===== config.mk =====
export PLATFORM = sky130hd
export DESIGN_NAME = ptmc_timer
export DESIGN_NICKNAME = d
export VERILOG_FILES = /design/src/pkg/ptmc_pkg.sv /design/src/rtl/ptmc_timer.sv
export SDC_FILE = /design/constraint.sdc
export NUM_CORES = 1
export LEC_CHECK = 0
export BUFFER_PORTS_ARGS = -buffer_cell sky130_fd_sc_hd__buf_4
export CAP_MARGIN = 15
export CORE_MARGIN = 2
export CORE_UTILIZATION = 40
export CTS_BUF_LIST = sky130_fd_sc_hd__clkbuf_8 sky130_fd_sc_hd__clkbuf_16
export DETAILED_ROUTE_END_ITERATION = 7
export HOLD_SLACK_MARGIN = 0.05
export PLACE_DENSITY_LB_ADDON = 0.3
export SLEW_MARGIN = 20
export SYNTH_ARGS = -nofsm -noshare
export SYNTH_HDL_FRONTEND = slang
export SYNTH_SLANG_ARGS = --single-unit

===== constraint.sdc =====
create_clock -name clk -period 2.93 [get_ports clk]
set_clock_uncertainty 0.05 [all_clocks]
set_input_delay 0.293 -clock clk [delete_from_list [all_inputs] [get_ports clk]]
set_output_delay 0.293 -clock clk [all_outputs]
set_load 0.005 [all_outputs]

===== src/pkg/ptmc_pkg.sv =====
// Package for the periodic timer configuration block: register offsets, field positions, modes.
// Assumes an 8-bit register port with one index per register.
package ptmc_pkg;
    // Register offsets; counter_on has its own control register here.
    localparam logic [3:0] OFF_CONTROL = 4'h0;
    localparam logic [3:0] OFF_MODE = 4'h1;
    localparam logic [3:0] OFF_CAPCLR = 4'h2;
    localparam logic [3:0] OFF_CNT_LO = 4'h3;
    localparam logic [3:0] OFF_CNT_HI = 4'h4;
    localparam logic [3:0] OFF_CMPA_LO = 4'h5;
    localparam logic [3:0] OFF_CMPA_HI = 4'h6;
    localparam logic [3:0] OFF_CMPB_LO = 4'h7;
    localparam logic [3:0] OFF_CMPB_HI = 4'h8;
    localparam logic [3:0] OFF_PER_LO = 4'h9;
    localparam logic [3:0] OFF_PER_HI = 4'ha;
    // Field positions.
    localparam int CTL_ON_BIT = 3;
    localparam int MODE_SEL_LSB = 6;
    localparam int PIN_SEL_LSB = 4;
    localparam int INIT_LVL_BIT = 3;
    localparam int INVERT_BIT = 2;
    localparam int CAP_SRC_BIT = 1;
    localparam int CLR_A_BIT = 0;
    localparam int CAPCLR_LSB = 1;
    localparam int EDGE_FLAG_BIT = 0;
    // Reset values.
    localparam logic [7:0] MODE_RESET = 8'h00;
    localparam logic [1:0] CAPCLR_RESET = 2'h0;
    localparam logic [9:0] VAL_RESET = 10'h000;
    localparam logic [9:0] CNT_MAX = 10'h3ff;
    // Operating modes, binary order along the usual path.
    typedef enum logic [1:0]
    {
        PTMC_COMPARE = 2'h0,
        PTMC_CAPTURE = 2'h1,
        PTMC_PWM = 2'h2,
        PTMC_TIMER = 2'h3
    } ptmc_mode_t;
    // Pin function codes.
    localparam logic [1:0] PIN_00 = 2'h0;
    localparam logic [1:0] PIN_01 = 2'h1;
    localparam logic [1:0] PIN_10 = 2'h2;
    localparam logic [1:0] PIN_11 = 2'h3;
    // Register port carrier.
    typedef struct packed
    {
        logic [3:0] addr;
        logic [7:0] wdata;
        logic wr;
        logic rd;
    } ptmc_req_t;
endpackage


===== src/rtl/ptmc_timer.sv =====
// Periodic timer configuration and data registers with a 10-bit counter, compare and capture.
// Assumes synchronous pins and a counter advancing once per count_tick.
//
// Functional notes
// - Mode field: 00 compare, 01 capture, 10 PWM/pulse, 11 timer.
// - Timer mode leaves the output pin undriven and undefined.
// - Compare mode match A: keep, drive low, drive high or toggle.
// - PWM mode pin field: inactive, active, PWM waveform, single pulse.
// - Capture with clear code 00 copies counter into compare A on chosen edges.
// - Capture with clear code nonzero: rising into B, falling into A.
// - Match leaves output unchanged if requested level equals initial level.
// - Rising counter_on restores output to its initial level.
// - Compare mode init level bit gives the pre-match output level.
// - PWM init bit gives active level; pulse mode level at start.
// - Invert bit inverts the output pin outside timer mode.
// - Capture source bit: 0 capture pin, 1 external clock pin.
// - Clear-on-A bit 1 clears on match A, else match P or overflow.
// - Overflow clear only when clear-on-A is 0 and period is zero.
// - Clear-on-A bit is ignored in PWM, pulse and capture modes.
// - Capture clear field adds rising, falling or either trigger edge clears.
// - Read-only edge flag: 1 rising, 0 falling caused last latch.
// - Counter readable as low byte and two-bit high byte.
// - Compare A, B, period are 10-bit byte-pair registers resetting to zero.
// - Unimplemented bits read as zero.
// - Rising counter_on zeroes counter; falling stops and keeps it.
// - PWM: period match clears counter, compare A sets duty.
// - Pulse mode: match A clears counter_on, ending pulse.
`timescale 1ns/10ps
`default_nettype none
module ptmc_timer
(
    // Clock and reset.
    input wire logic clk,
    input wire logic rst_b,
    // Register port.
    input wire ptmc_pkg::ptmc_req_t req,
    output logic [7:0] rdata,
    // Count rate enable.
    input wire logic count_tick,
    // Pins.
    input wire logic capture_input_pin,
    input wire logic ext_clock_pin,
    output logic timer_output_pin,
    output logic timer_output_pin_oe
);
    logic [7:0] mode_reg;
    logic [1:0] capture_clear_sel;
    logic latch_edge_flag;
    logic counter_on;
    logic on_prev;
    logic [9:0] count;
    logic [9:0] compare_a_value;
    logic [9:0] compare_b_value;
    logic [9:0] period_value;
    logic out_level;
    logic trig_prev;
    logic ext_prev;
    ptmc_pkg::ptmc_mode_t op_mode_sel;
    logic [1:0] pin_function_sel;
    logic output_init_level;
    logic output_invert;
    logic capture_source_sel;
    logic clear_on_match_a;
    logic trig;
    logic trig_rise;
    logic trig_fall;
    logic cap_rise;
    logic cap_fall;
    logic match_a;
    logic match_p;
    logic on_rise;
    logic pulse_mode;
    logic cnt_clear;
    logic [9:0] next_count;
    logic next_pin;

    // Writes into the 10-bit byte pairs; high bytes keep only two bits.
    function automatic logic [9:0] pair_write(input logic [9:0] cur, input logic hi, input logic [7:0] d);
        pair_write = hi ? {d[1:0], cur[7:0]} : {cur[9:2 + 6], d};
    endfunction

    // Field decode of the mode register.
    assign op_mode_sel = ptmc_pkg::ptmc_mode_t'(mode_reg[ptmc_pkg::MODE_SEL_LSB +: 2]);
    assign pin_function_sel = mode_reg[ptmc_pkg::PIN_SEL_LSB +: 2];
    assign output_init_level = mode_reg[ptmc_pkg::INIT_LVL_BIT];
    assign output_invert = mode_reg[ptmc_pkg::INVERT_BIT];
    assign capture_source_sel = mode_reg[ptmc_pkg::CAP_SRC_BIT];
    assign clear_on_match_a = mode_reg[ptmc_pkg::CLR_A_BIT];
    assign pulse_mode = (op_mode_sel == ptmc_pkg::PTMC_PWM) && (pin_function_sel == ptmc_pkg::PIN_11);

    // Trigger edges from the chosen capture pin.
    assign trig = capture_source_sel ? ext_clock_pin : capture_input_pin;
    assign trig_rise = trig && !trig_prev;
    assign trig_fall = !trig && trig_prev;
    assign on_rise = counter_on && !on_prev;
    assign match_a = counter_on && count_tick && (count == compare_a_value);
    // A period of zero stands for the full 1024-count range, so it never matches;
    // otherwise the counter would sit at zero in capture and PWM modes.
    assign match_p = counter_on && count_tick && (period_value != ptmc_pkg::VAL_RESET) && (count == period_value);

    // Capture edges enabled by the pin field; code 11 disables capture.
    always_comb
    begin
        cap_rise = 1'b0;
        cap_fall = 1'b0;
        if (op_mode_sel == ptmc_pkg::PTMC_CAPTURE && counter_on)
        begin
            case (pin_function_sel)
                ptmc_pkg::PIN_00: cap_rise = trig_rise;
                ptmc_pkg::PIN_01: cap_fall = trig_fall;
                ptmc_pkg::PIN_10:
                begin
                    cap_rise = trig_rise;
                    cap_fall = trig_fall;
                end
                default: ;
            endcase
        end
    end

    // Counter clear selection per mode.
    always_comb
    begin
        cnt_clear = 1'b0;
        case (op_mode_sel)
            ptmc_pkg::PTMC_COMPARE, ptmc_pkg::PTMC_TIMER:
                if (clear_on_match_a)
                    cnt_clear = match_a;
                else
                    cnt_clear = (period_value != ptmc_pkg::VAL_RESET) ? match_p : 1'b0;
            ptmc_pkg::PTMC_CAPTURE:
                // Edge clears use the raw trigger so they work whatever capture edges are chosen.
                case (capture_clear_sel)
                    2'h1: cnt_clear = match_p || (counter_on && trig_rise);
                    2'h2: cnt_clear = match_p || (counter_on && trig_fall);
                    2'h3: cnt_clear = match_p || (counter_on && (trig_rise || trig_fall));
                    default: cnt_clear = match_p;
                endcase
            ptmc_pkg::PTMC_PWM:
                cnt_clear = pulse_mode ? 1'b0 : match_p;
            default: cnt_clear = 1'b0;
        endcase
    end

    // Next counter value; wraps naturally at the top, which is the overflow clear.
    // The carry out of the top bit is dropped on purpose.
    always_comb
    begin
        next_count = count;
        if (on_rise)
            next_count = ptmc_pkg::VAL_RESET;
        else if (cnt_clear)
            next_count = ptmc_pkg::VAL_RESET;
        else if (counter_on && count_tick)
            next_count = 10'(count + 10'h001);
    end

    // Counter register.
    always_ff @(posedge clk or negedge rst_b)
    begin
        if (!rst_b)
            count <= ptmc_pkg::VAL_RESET;
        else
            count <= next_count;
    end

    // Edge history of pins and of counter_on.
    always_ff @(posedge clk or negedge rst_b)
    begin
        if (!rst_b)
        begin
            trig_prev <= 1'b0;
            ext_prev <= 1'b0;
            on_prev <= 1'b0;
        end
        else
        begin
            trig_prev <= trig;
            ext_prev <= ext_clock_pin;
            on_prev <= counter_on;
        end
    end

    // Configuration registers; writes to unimplemented bits are dropped.
    always_ff @(posedge clk or negedge rst_b)
    begin
        if (!rst_b)
        begin
            mode_reg <= ptmc_pkg::MODE_RESET;
            capture_clear_sel <= ptmc_pkg::CAPCLR_RESET;
        end
        else if (req.wr)
        begin
            if (req.addr == ptmc_pkg::OFF_MODE)
                mode_reg <= req.wdata;
            if (req.addr == ptmc_pkg::OFF_CAPCLR)
                capture_clear_sel <= req.wdata[ptmc_pkg::CAPCLR_LSB +: 2];
        end
    end

    // Counter on bit: software, external pin start in pulse mode, auto stop on match A.
    // The automatic stop outranks a software write in the same cycle,
    // so a pulse can never be stretched past its compare A width.
    always_ff @(posedge clk or negedge rst_b)
    begin
        if (!rst_b)
            counter_on <= 1'b0;
        else if (pulse_mode && match_a)
            counter_on <= 1'b0;
        else if (req.wr && req.addr == ptmc_pkg::OFF_CONTROL)
            counter_on <= req.wdata[ptmc_pkg::CTL_ON_BIT];
        else if (pulse_mode && ext_clock_pin && !ext_prev)
            counter_on <= 1'b1;
    end

    // Compare B is only written by software or by rising-edge captures with edge clear on.
    // A capture wins over a same-cycle software write, so a measurement is never lost.
    always_ff @(posedge clk or negedge rst_b)
    begin
        if (!rst_b)
            compare_b_value <= ptmc_pkg::VAL_RESET;
        else if (cap_rise && capture_clear_sel != ptmc_pkg::CAPCLR_RESET)
            compare_b_value <= count;
        else if (req.wr && (req.addr == ptmc_pkg::OFF_CMPB_LO || req.addr == ptmc_pkg::OFF_CMPB_HI))
            compare_b_value <= pair_write(compare_b_value, req.addr == ptmc_pkg::OFF_CMPB_HI,
                req.wdata);
    end

    // Compare A takes falling captures, or every capture when edge clear is off.
    // The same priority as compare B keeps both halves of a pulse measurement in step.
    always_ff @(posedge clk or negedge rst_b)
    begin
        if (!rst_b)
            compare_a_value <= ptmc_pkg::VAL_RESET;
        else if (cap_fall || (cap_rise && capture_clear_sel == ptmc_pkg::CAPCLR_RESET))
            compare_a_value <= count;
        else if (req.wr && (req.addr == ptmc_pkg::OFF_CMPA_LO || req.addr == ptmc_pkg::OFF_CMPA_HI))
            compare_a_value <= pair_write(compare_a_value, req.addr == ptmc_pkg::OFF_CMPA_HI,
                req.wdata);
    end

    // Period register.
    // The bytes land independently, so a running period briefly mixes old and new halves.
    always_ff @(posedge clk or negedge rst_b)
    begin
        if (!rst_b)
            period_value <= ptmc_pkg::VAL_RESET;
        else if (req.wr && (req.addr == ptmc_pkg::OFF_PER_LO || req.addr == ptmc_pkg::OFF_PER_HI))
            period_value <= pair_write(period_value, req.addr == ptmc_pkg::OFF_PER_HI, req.wdata);
    end

    // Edge flag records which edge caused the latest latch.
    always_ff @(posedge clk or negedge rst_b)
    begin
        if (!rst_b)
            latch_edge_flag <= 1'b0;
        else if (cap_rise)
            latch_edge_flag <= 1'b1;
        else if (cap_fall)
            latch_edge_flag <= 1'b0;
    end

    // Compare-mode output level; reset to initial level by counter_on rising.
    always_ff @(posedge clk or negedge rst_b)
    begin
        if (!rst_b)
            out_level <= 1'b0;
        else if (on_rise)
            out_level <= output_init_level;
        else if (op_mode_sel == ptmc_pkg::PTMC_COMPARE && match_a)
        begin
            // A set to the level already held is a no-change by construction.
            case (pin_function_sel)
                ptmc_pkg::PIN_01: out_level <= 1'b0;
                ptmc_pkg::PIN_10: out_level <= 1'b1;
                ptmc_pkg::PIN_11: out_level <= !out_level;
                default: out_level <= out_level;
            endcase
        end
    end

    // Output pin before polarity; the forced PWM codes hold a fixed level and ignore the duty.
    always_comb
    begin
        next_pin = out_level;
        if (op_mode_sel == ptmc_pkg::PTMC_PWM)
        begin
            case (pin_function_sel)
                ptmc_pkg::PIN_00: next_pin = !output_init_level;
                ptmc_pkg::PIN_01: next_pin = output_init_level;
                ptmc_pkg::PIN_10:
                    next_pin = (counter_on && count < compare_a_value) ? output_init_level : !output_init_level;
                default: next_pin = counter_on ? output_init_level : !output_init_level;
            endcase
        end
    end

    // Registered pin and enable; timer and capture modes release the pin.
    always_ff @(posedge clk or negedge rst_b)
    begin
        if (!rst_b)
        begin
            timer_output_pin <= 1'b0;
            timer_output_pin_oe <= 1'b0;
        end
        else
        begin
            timer_output_pin <= next_pin ^ output_invert;
            timer_output_pin_oe <= (op_mode_sel == ptmc_pkg::PTMC_COMPARE)
                || (op_mode_sel == ptmc_pkg::PTMC_PWM);
        end
    end

    // Read data one cycle after the strobe; unmapped and unused bits read zero.
    always_ff @(posedge clk or negedge rst_b)
    begin
        if (!rst_b)
            rdata <= 8'h00;
        else if (req.rd)
        begin
            case (req.addr)
                ptmc_pkg::OFF_CONTROL: rdata <= {4'h0, counter_on, 3'h0};
                ptmc_pkg::OFF_MODE: rdata <= mode_reg;
                ptmc_pkg::OFF_CAPCLR: rdata <= {5'h00, capture_clear_sel, latch_edge_flag};
                ptmc_pkg::OFF_CNT_LO: rdata <= count[7:0];
                ptmc_pkg::OFF_CNT_HI: rdata <= {6'h00, count[9:8]};
                ptmc_pkg::OFF_CMPA_LO: rdata <= compare_a_value[7:0];
                ptmc_pkg::OFF_CMPA_HI: rdata <= {6'h00, compare_a_value[9:8]};
                ptmc_pkg::OFF_CMPB_LO: rdata <= compare_b_value[7:0];
                ptmc_pkg::OFF_CMPB_HI: rdata <= {6'h00, compare_b_value[9:8]};
                ptmc_pkg::OFF_PER_LO: rdata <= period_value[7:0];
                ptmc_pkg::OFF_PER_HI: rdata <= {6'h00, period_value[9:8]};
                default: rdata <= 8'h00;
            endcase
        end
        else
            rdata <= 8'h00;
    end
endmodule
`default_nettype wire

* Word level (Yosys, flattened, before mapping) *
Cells that the tools add are included.
Widths: inputs -> output; s select.

word-level totals
  register bits after elaboration = 66
  input port bits = 19
  output and inout port bits = 10

operators by class
  $add $sub $neg = 1
  $lt $le $gt $ge = 1
  eq/ne operators = 23
  muxes and demuxes = 33
  bitwise logic cells = 2
  reductions and logical operators = 65

operators with widths
  cell                   number
  $mux 10                9
  $pmux 8 s11            1
  $logic_and 1x1->1      23
  $eq 10x10->1           2
  $mux 1                 18
  $reduce_and 2->1       9
  $eq 4x3->1 const B     4
  $reduce_bool 2->1      7
  $eq 2x2->1 const B     6
  $eq 4x4->1 const B     3
  $pmux 1 s3             4
  $add 10x1->10 const B  1
  $lt 10x10->1           1
  $reduce_bool 10->1     1
  $logic_or 1x1->1       9
  $eq 4x2->1 const B     2
  $mux 8                 1
  $eq 2x1->1 const B     3
  $logic_not 1->1        6
  $logic_not 2->1        3
  $reduce_bool 3->1      2
  $reduce_or 2->1        3
  $eq 4x1->1 const B     1
  $logic_not 4->1        1
  4 further kinds        5

* Logic depth before layout (Yosys ltp) *
Gate-level depths: netlist (run 1).

  depth in word-level cells = 10
  mapped depth = 9
  gate-level depth less buffers = 8

* Least setup slack after synthesis (run 1) *
OpenSTA, ideal clock, no wires.

  path kind = reg-to-reg
  from = register count[0]
  to = register out_level
  data arrival time = 1.786 ns
  data required time = 2.755 ns
  setup slack = 0.970 ns
  stages on the path, launching flop included = 9
  path buffers = 1
  clock period less this slack = 1.960 ns
  path through = dfrtp_1 -> clkbuf_1 -> inv_1 -> ha_1 -> nand2_1 -> nor4_1 -> o211ai_1 -> mux2i_1 -> mux2_2

between the ends
  cells in the longest elaborated chain, start to end = 5

ends and longest elaborated chain
  element                      RTL line           source
  start: declaration           ptmc_timer.sv:51   logic [9:0] count;
  start signal: assignment     ptmc_timer.sv:162  count <= ptmc_pkg::VAL_RESET;
  start signal: assignment     ptmc_timer.sv:164  count <= next_count;
  $eq 10x10->1                 ptmc_timer.sv:96   assign match_a = counter_on && count_tick && (count == compare_a_value);
  $logic_and 1x1->1            ptmc_timer.sv:96
  $logic_and 1x1->1            ptmc_timer.sv:270  else if (op_mode_sel == ptmc_pkg::PTMC_COMPARE && match_a)
  $reduce_bool 2->1 (no line)  n/a
  $reduce_and 2->1 (no line)   n/a
  end signal: assignment       ptmc_timer.sv:269  out_level <= output_init_level;
  end signal: assignment       ptmc_timer.sv:276  ptmc_pkg::PIN_11: out_level <= !out_level;
  end signal: assignment       ptmc_timer.sv:277  default: out_level <= out_level;
  end: declaration             ptmc_timer.sv:55   logic out_level;

Every way passes these cells.
A chain may end at the register's enable or synchronous reset.

* Final worst setup path (run 1) *
  from = input ext_clock_pin
  to = register compare_b_value[1]

between the ends
  cells in the longest elaborated chain, start to end = 7

ends and longest elaborated chain
  element                                                           RTL line           source
  start: declaration                                                ptmc_timer.sv:42   input wire logic ext_clock_pin,
  $mux 1 (*)                                                        ptmc_timer.sv:92   assign trig = capture_source_sel ? ext_clock_pin : capture_input_pin;
  named net trig                                                    ptmc_timer.sv:64   logic trig;
  $logic_and 1x1->1 (*)                                             ptmc_timer.sv:93   assign trig_rise = trig && !trig_prev;
  $mux 1 (*)                                                        ptmc_timer.sv:108  case (pin_function_sel)
  $mux 1 (*)                                                        ptmc_timer.sv:106  if (op_mode_sel == ptmc_pkg::PTMC_CAPTURE && counter_on)
  $logic_and 1x1->1 (*)                                             ptmc_timer.sv:222  else if (cap_rise && capture_clear_sel != ptmc_pkg::CAPCLR_RESET)
  $ne 2x2->1 (no line) / $reduce_bool 2->1 (equally long branches)  n/a
  $reduce_and 2->1 (no line)                                        n/a
  end signal: assignment                                            ptmc_timer.sv:221  compare_b_value <= ptmc_pkg::VAL_RESET;
  end signal: assignment                                            ptmc_timer.sv:223  compare_b_value <= count;
  end signal: assignment                                            ptmc_timer.sv:225  compare_b_value <= pair_write(compare_b_value, req.addr == ptmc_pkg::OFF_CMPB_HI,
  end: declaration                                                  ptmc_timer.sv:53   logic [9:0] compare_b_value;

Mark *: on every way through the listed nets, which the timed path passes. The rest lies on a longest branch.

==> results.toml, run 1 <==
[detailed_routing]
ant_nets = 0
viasPerCell = 5.973
route.vias.total = 3488
drt_iter0_markers = 355
wl_um = 12270
drc = 0
routedWlPerCell_um = 21.01
dr.pass1.iters = 5

[synth]
yosys_most_used_dff = "dfrtp_1"
synthCells = 418
syn_area_um2 = 4081
synth-warning-count = 0
synth_top_area_share_pct = 40.47
yosys.area.top_type = "dfrtp_1"
yosysSeqAreaShare_pct = 40.47
synthArstFlopShare_pct = 100.0
synth_nets = 457
synth_area_leaders = "dfrtp_1 (40%), mux2_2 (6.6%), ha_1 (6.1%)"
ys_ff_latch = 66
synth_area_per_cell_um2 = 9.764
synth_edf_count = 0
yosysUniqueCellTypes = 61

[cells_and_area]
area_growth_pct = 14.71
final_cell_mix = "dfrtp_1 (66), nand2_1 (43), buf_4 (36), inv_1 (26), mux2_2 (24)"
nets = 485
n_antenna_cell = 0
layout_commonest_cell = "dfrtp_1"
drive_gt1_share_pct = 21.51
ff_latch_area_um2 = 1652
n_fill_cell = 965
multi_input_area_um2 = 2237

[worst_hold_path]
min_path_type = "input pin to flip-flop"

[sta]
fmax_mhz = 423.8
rsz0062_at_grt = "no"
fin_tns_setup_ns = 0
worstMarginPinSlew_ns = 0.8613
slew_violations = 0
slew_headroom_pct = 42.58
finalCriticalPeriod_ns = 2.360
post-route-period-util_pct = 80.54
finalHoldViolCount = 0
finalSetupViolations = 0

[power]
p_total_uw = 3321
switchingPower_uw = 1192
powerDensity_nw_per_um2 = 709.4
clkPwrFrac_pct = 28.7
switching_share_pct = 35.90
leakage_uw = 0.002039
irDropWorstVdd_mv = 0.3833
seq_power_share_pct = 43.2
p_int_uw = 2129
p_comb_share_pct = 28.2

[worst_setup_path]
end_kind = "flip-flop"
ff2ff_setup_slack_ns = 0.58
startpoint_type = "input pin"
worst-path-max-fanout = 9
critical_path_arrival_ns = 2.59
required_ns = 3.16
worstSetupPathType = "input pin to flip-flop"

[global_route]
grt_pass1_wl_um = 19510
grt_pass1_vias = 3359
grt_start_max_net_pins = 67
grt.total_usage_pct = 23.23
antenna_found_initial = 0
overflow = 0

[floorplan]
die_w_um = 105.0
die_area_um2 = 11030
start_util_pct = 41.56
core_area_um2 = 9819
fp.dieH_um = 105.0
rows = 36
pin_count = 29

[clock_network]
cts_tree = "yes"
clkSinkCount = 66
postCtsHoldBufs = 2
postCtsResizedCells = 0
cts_max_level = 3
clockRootBuffer = "clkbuf_8"
insertion_delay_ns = 0.36
post_cts_buffers = 0
cts.path.max_buffers = 2
clk_pin_slew_worst_paths_ns = 0.08
cts_made_buffers = 9

[placement]
gp_congestion = 0.9113
hpwl_um = 8804
port_buffers = 28

[job]
max_cap_violations = 0

[status]
outcome = "finished clean"
-- metrics by stage --
step | hold WS [ns] | setup WS, ns | std cells | instance area (µm²) | utilization [%]
after global placement | 0.3714 | 0.5890 | 566 | 4419 | 45.01
final | 0.1550 | 0.5703 | 584 | 4682 | 47.68
after detailed placement | 0.3809 | 0.6018 | 566 | 4419 | 45.01
after global routing | 0.1661 | 0.3950 | 584 | 4682 | 47.68
after CTS | 0.1468 | 0.5852 | 584 | 4682 | 47.68
after floorplan | -0.05259 | 0.9696 | 418 | 4081 | -
-- cells in the mapped netlist, types with 3 or more instances --
cell      count
xnor2_1      11
a211oi_1      9
nand4_1       8
nor2b_1       4
a22oi_1      13
buf_2        12
mux2i_1       9
mux2_2       24
ha_1         20
o21ai_0      14
nor2_1       17
xor2_1        8
inv_1        25
o211ai_1      3
o21ai_1       4
a31oi_1      12
nor4_1       11
nand3_1       8
nand2b_1      6
nand2_1      43
and3_1       15
a21oi_1      22
clkbuf_1      7
dfrtp_1      66
and2_1        3
-- worst paths after layout --
path	from	to	cells after the start
min in group asynchronous	rst_b	count[2]	2
min reg2reg	compare_b_value[3]	compare_b_value[3]	2
max reg2reg	count[9]	count[5]	5
max in group asynchronous	rst_b	compare_a_value[7]	2
max	ext_clock_pin	compare_b_value[1]	10
min	capture_input_pin	trig_prev	3
-- worst max-delay path, cell delays in order --
cell and delay [ns]:
dlygate4sd3_1 0.53, buf_4 0.15, mux2i_1 0.19, inv_1 0.09
ha_1 0.25, o2111ai_4 0.16, or2_0 0.46, and3_1 0.23
a21oi_1 0.04, o21ai_0 0.18
-- power by group through the flow --
stage	Sequential, µW	Clock [µW]	Combinational, µW
global placement	1440	0	903
detailed placement	1440	0	926
CTS	1420	965	929
global route	1450	1000	1050
finish	1430	953	935
floorplan	1300	0	704
-- kinds of logic (layout without fill, tap and decap cells) --
group                      after synthesis  in the layout  synth area share [%]
AOI/OAI and AO/OA                       97             97                 16.65
xor gates and xnor gates                19             19                 4.077
adders and majority gates               20             20                 6.131
buffers and inverters                   46             79                 4.721
DFF                                     66             66                 40.47
muxes                                   34             34                 9.381
and+or+nand+nor                        136            136                 18.58
-- cell type report --
type / instances / area share [%]
multi-input cells: 306 / 47.78
flip-flops and latches: 66 / 35.28
repair buffers: 38 / 6.200
well taps: 133 / 3.554
clock buffers: 9 / 2.646
clock inverters: 7 / 2.539
inverters: 25 / 2.004
-- per-layer routing --
metal | part of all wire (%) | up-vias | wire, µm | global-route usage (%)
li1 | - | 1579 | - | -
met1 | 43 | 1691 | 5329 | 32.91
met2 | 45 | 194 | 5479 | 34.88
met3 | 9.2 | 24 | 1123 | 4.866
met4 | 2.8 | 0 | 340 | 8.667
met5 | 0 | - | 0 | 0
No activity file was read; power rests on OpenSTA's default activity.
==> run 2: changes to the inputs <==
Settings changed: ABC_AREA set to 1.
Clock period 2.93 ns to 2.2 ns, I/O delays scaled along.
==> results.toml, run 2 <==
[power]
powerDensity_nw_per_um2 = 885.1
switching_share_pct = 36.17
p_int_uw = 2629
irDropWorstVdd_mv = 0.4719
switchingPower_uw = 1490
seq_power_share_pct = 42.6
leakage_uw = 0.002293
p_comb_share_pct = 31.6
clkPwrFrac_pct = 25.8

[worst_setup_path]
worst-path-max-fanout = 14
slowest_delay_ns = 0.43
r2r_end = "compare_a_value[7]"
critPathBufInv = 4
cpMaxStageDelayCell = "dfrtp_1"
worstSetupPathType = "flip-flop to flip-flop"
critical_path_arrival_ns = 2.22
ff2ff_setup_slack_ns = 0.16
crit_family = "simple AND/OR/NAND/NOR gates"
required_ns = 2.38
end_kind = "flip-flop"
startpoint_type = "flip-flop"
reg2reg_depth = 14
path_cells = "nand2_1, o21ai_2, inv_1, ha_1, inv_1, nor3_4, nand2_1, nand2_2, inv_4, nand2_2, nand2_4, buf_12, nor2_1, a21oi_1"
reg2reg_from = "mode_reg[1]"
cp.depth = 14

[detailed_routing]
routedWlPerCell_um = 16.35
drt_iter0_markers = 256
ant_nets = 0
route.vias.total = 3476
drc = 0
viasPerCell = 5.204
dr.pass1.iters = 4
wl_um = 10920

[sta]
post-route-period-util_pct = 92.60
finalHoldViolCount = 0
worstMarginPinSlew_ns = 0.8428
hold_ws_ns = 0.07410
fmax_mhz = 490.9
finalSetupViolations = 0
finalCriticalPeriod_ns = 2.037
slew_headroom_pct = 43.82
slew_violations = 0
fin_tns_setup_ns = 0

[synth]
synth_area_per_cell_um2 = 8.230
synth_nets = 522
yosys_most_used_dff = "dfrtp_1"
synthArstFlopShare_pct = 100.0
yosys.area.top_type = "dfrtp_1"
synth_top_area_share_pct = 41.55
synth-warning-count = 0
synth.most_common_cell = "nand2_1"
ys_ff_latch = 66
yosysSeqAreaShare_pct = 41.55
synthCells = 483
synth_area_leaders = "dfrtp_1 (42%), nand2_1 (8.8%), ha_1 (6.3%)"
yosysUniqueCellTypes = 41
synth_edf_count = 0
synth_common_cells = "nand2_1 (93), dfrtp_1 (66), inv_1 (66)"
syn_area_um2 = 3975

[worst_hold_path]
whs_path_depth = 3
hold_start = "capture_input_pin"
min_path_type = "input pin to flip-flop"
hold_path_end = "trig_prev"

[global_route]
antenna_found_initial = 0
grt_start_max_net_pins = 67
overflow = 0
grt.total_usage_pct = 21.28
grt_pass1_vias = 3413
grt_pass1_wl_um = 17920

[clock_network]
clockRootBuffer = "clkbuf_8"
cts.path.max_buffers = 2
clk_pin_slew_worst_paths_ns = 0.08
cts_made_buffers = 9
insertion_delay_ns = 0.35
cts_tree = "yes"
clkSinkCount = 66
cts_max_level = 3

[cells_and_area]
layoutNonFillerInstCount = 668
drive_gt1_share_pct = 19.25
final_cell_mix = "nand2_1 (92), inv_1 (66), dfrtp_1 (66), nor2_1 (50), buf_4 (39)"
area_growth_pct = 17.06
nets = 569
postLayoutCellArea_um2 = 4653
n_antenna_cell = 0
layout_commonest_cell = "nand2_1"

[placement]
port_buffers = 28
dp.cells = 649
hpwl_um = 8395
gp_congestion = 0.9243
placed_area_um2 = 4403

[floorplan]
pin_count = 29
start_util_pct = 40.86
fp.dieH_um = 103.7
die_area_um2 = 10750
core_area_um2 = 9729
die_w_um = 103.7
rows = 36

[job]
max_cap_violations = 0

[status]
outcome = "finished clean"
-- run 2: kinds of logic (layout without fill, tap and decap cells) --
group / count (synthesis) / in the layout / synth area share, %
mux: 11 / 11 / 3.966
fa+ha+maj: 20 / 20 / 6.295
flops: 66 / 66 / 41.55
compound gates: 99 / 99 / 15.08
simple gates: 193 / 193 / 22.10
buf+inv: 82 / 134 / 8.373
xor+xnor: 12 / 12 / 2.644
-- run 2: worst reg2reg max path, delay by kind of cell, from the launching register on --
family / cells / cell delay (ns)
buf+inv: 4 / 0.38
compound gates: 2 / 0.12
fa+ha+maj: 1 / 0.15
simple gates: 7 / 0.79
flops: 1 / 0.43
-- run 2: worst max-delay path by stage --
| stage | start | end | slack (ns) |
|---|---|---|---|
| after floorplan | mode_reg[1] | compare_b_value[8] | 0.26 |
| after global placement | mode_reg[1] | compare_a_value[0] | 0.10 |
| after detailed placement | mode_reg[1] | compare_a_value[0] | -0.01 |
| after CTS | mode_reg[1] | compare_a_value[0] | 0.04 |
| after global routing | mode_reg[1] | compare_a_value[2] | -0.003 |
| final | mode_reg[1] | compare_a_value[7] | 0.16 |
-- run 2: final cells by class --
type	count	area, µm²
clock inverter	6	66.31
tap	133	166.4
fill	999	5076
clock buffer	10	137.6
inverter	75	284.0
multi-input combinational	335	2004
timing repair buffer	43	342.8
sequential	66	1652
-- run 2: what timing repair did --
action,4_1_cts,5_1_grt
buffers inserted,0,0
endpoints found under the hold margin,68,0
pin swaps,0,1
endpoints found under the setup margin,5,10
hold buffers,3,0
gates resized for setup,1,5
-- run 2: routing by layer --
layer  part of all wire [%]  vias to the layer above  track usage, %  wire [µm]
met2                     46                      101           32.21       5057
met3                    5.5                       18           5.601        606
met5                      0                        -               0          0
met4                    1.9                        0           6.853        204
met1                     46                     1672           29.80       5054
li1                       -                     1685               -          -
-- run 2: stage by stage --
stage / power, µW / utilization (%) / setup WS [ns]
global route: 4410 / 47.83 / -0.002704
finish: 4118 / 47.83 / 0.1629
floorplan: 2604 / - / 0.2573
global placement: 3018 / 45.25 / 0.1022
CTS: 4130 / 47.66 / 0.04209
detailed placement: 3061 / 45.25 / -0.01073
-- run 2: power by group through the flow --
stage | logic [µW] | clock network (µW) | registers (µW)
3_5_place_dp | 1290 | 0 | 1770
2_1_floorplan | 910 | 0 | 1690
5_1_grt | 1480 | 1140 | 1790
6_report | 1300 | 1060 | 1760
3_3_place_gp | 1250 | 0 | 1760
4_1_cts | 1300 | 1080 | 1750
==> run 3: changes to the inputs <==
Settings changed: CORE_MARGIN 2 to 8, CTS_CLUSTER_DIAMETER set to 30, RECOVER_POWER set to 50.
==> results.toml, run 3 (synthesis gave the netlist of run 2 again) <==
[global_route]
grt_start_max_net_pins = 67
grt_pass1_wl_um = 18230
overflow = 0
grt.total_usage_pct = 17.83
grt_pass1_vias = 3383
antenna_found_initial = 0

[worst_setup_path]
worst-path-max-fanout = 14
critical_path_arrival_ns = 2.19
reg2reg_from = "mode_reg[1]"
slowest_delay_ns = 0.44
cpMaxStageDelayCell = "dfrtp_2"
worstSetupPathType = "flip-flop to flip-flop"
r2r_end = "compare_a_value[6]"
ff2ff_setup_slack_ns = 0.20
required_ns = 2.39
critPathBufInv = 4
path_cells = "nand2_1, o21ai_1, inv_1, ha_1, inv_1, nor3_4, nand2_1, nand2_2, inv_6, nand2_2, nand2_4, buf_12, nor2_1, a21oi_2"
end_kind = "flip-flop"
crit_family = "simple AND/OR/NAND/NOR gates"
startpoint_type = "flip-flop"
reg2reg_depth = 14
startpoint = "mode_reg[1]"

[cells_and_area]
nets = 568
n_fill_cell = 982
multi_input_area_um2 = 1994
area_growth_pct = 15.90
ff_latch_area_um2 = 1653
final_cell_mix = "nand2_1 (93), inv_1 (66), dfrtp_1 (65), nor2_1 (53), o22ai_1 (29)"
final_core_util_pct = 47.35
n_antenna_cell = 0
drive_gt1_share_pct = 17.42
layout_commonest_cell = "nand2_1"

[clock_network]
clockRootBuffer = "clkbuf_8"
cts_tree = "yes"
post_cts_buffers = 0
insertion_delay_ns = 0.35
cts.path.max_buffers = 2
clkSinkCount = 66
cts_max_level = 3
cts_made_buffers = 9
clk_pin_slew_worst_paths_ns = 0.08

[worst_hold_path]
whs_path_depth = 3
min_path_type = "input pin to flip-flop"
hold_start = "capture_input_pin"
hold_path_end = "trig_prev"

[sta]
setup_ws_ns = 0.1978
finalHoldViolCount = 0
fin_tns_setup_ns = 0
post-route-period-util_pct = 91.01
fmax_mhz = 499.4
rsz0062_at_grt = "no"
worstMarginPinSlew_ns = 1.529
slew_violations = 67
finalCriticalPeriod_ns = 2.002
finalSetupViolations = 0
slew_headroom_pct = -1.942

[placement]
gp_congestion = 0.9061
hpwl_um = 8538
pre_cts_ws_ns = 0.07061
port_buffers = 28

[detailed_routing]
wl_um = 11190
dr.pass1.iters = 4
viasPerCell = 5.229
route.vias.total = 3488
drc = 0
ant_nets = 0
routedWlPerCell_um = 16.78
drt_iter0_markers = 257

[floorplan]
rows = 36
die_w_um = 115.7
fp.dieH_um = 115.7
pin_count = 29
core_area_um2 = 9729
start_util_pct = 40.86
die_area_um2 = 13380

[power]
irDropWorstVdd_mv = 0.3342
leakage_uw = 0.002266
powerDensity_nw_per_um2 = 890.3

[status]
outcome = "finished with violations"
violations = "max-capacitance violations, max-slew violations"

[job]
max_cap_violations = 1
-- run 3: power breakdown --
part | total [µW] | internal [µW] | switching (µW)
logic | 1310 | 554 | 756
clock network | 1040 | 521 | 516
registers | 1750 | 1520 | 236
total | 4100 | 2590 | 1510
-- run 3: worst reg2reg max path, cell delays in order (launching register included) --
cell     delay, ns
dfrtp_2       0.44
nand2_1       0.07
o21ai_1       0.07
inv_1         0.08
ha_1          0.14
inv_1         0.07
nor3_4        0.20
nand2_1       0.09
nand2_2       0.12
inv_6         0.08
nand2_2       0.11
nand2_4       0.07
buf_12        0.14
nor2_1        0.13
a21oi_2       0.04
-- run 3: layer usage --
layer  part of all wire, %  routed length [µm]  global-route usage, %  vias up
met3                   6.2                 697                  3.700       16
li1                      -                   -                      -     1685
met2                    46                5178                  28.02      103
met4                   2.0                 223                  6.655        0
met1                    46                5094                  23.65     1684
met5                     0                   0                      0        -
-- run 3: how the worst max path moves through the flow --
stage / endpoint / slack, ns / cells past startpoint
floorplan: compare_b_value[8] / 0.26 / 9
global placement: compare_a_value[0] / 0.12 / 11
detailed placement: compare_a_value[0] / 0.07 / 11
CTS: compare_a_value[0] / 0.04 / 11
global route: compare_a_value[6] / 0.01 / 14
finish: compare_a_value[6] / 0.20 / 14
-- run 3: cell type report --
cell class	instances	area share, %
multi-input cells	335	43.29
well taps	133	3.612
clock inverters	7	1.494
flip-flops and latches	66	35.88
clock buffers	9	2.689
repair buffers	42	6.817
inverters	75	6.219
-- run 3: metrics by stage --
step	power (µW)	hold WS (ns)	cell area, µm²	cells
detailed placement	3076	0.2934	4395	648
global route	4416	0.09680	4607	667
CTS	4124	0.1141	4618	667
floorplan	2604	-0.1256	3975	483
global placement	3038	0.2895	4395	648
finish	4102	0.08152	4607	667
-- run 3: repair_timing --
action | 4_1_cts | 5_1_grt
hold buffers | 3 | 0
endpoints found under the hold margin | 68 | 0
setup endpoints to repair | 0 | 30
resized for setup | 0 | 7
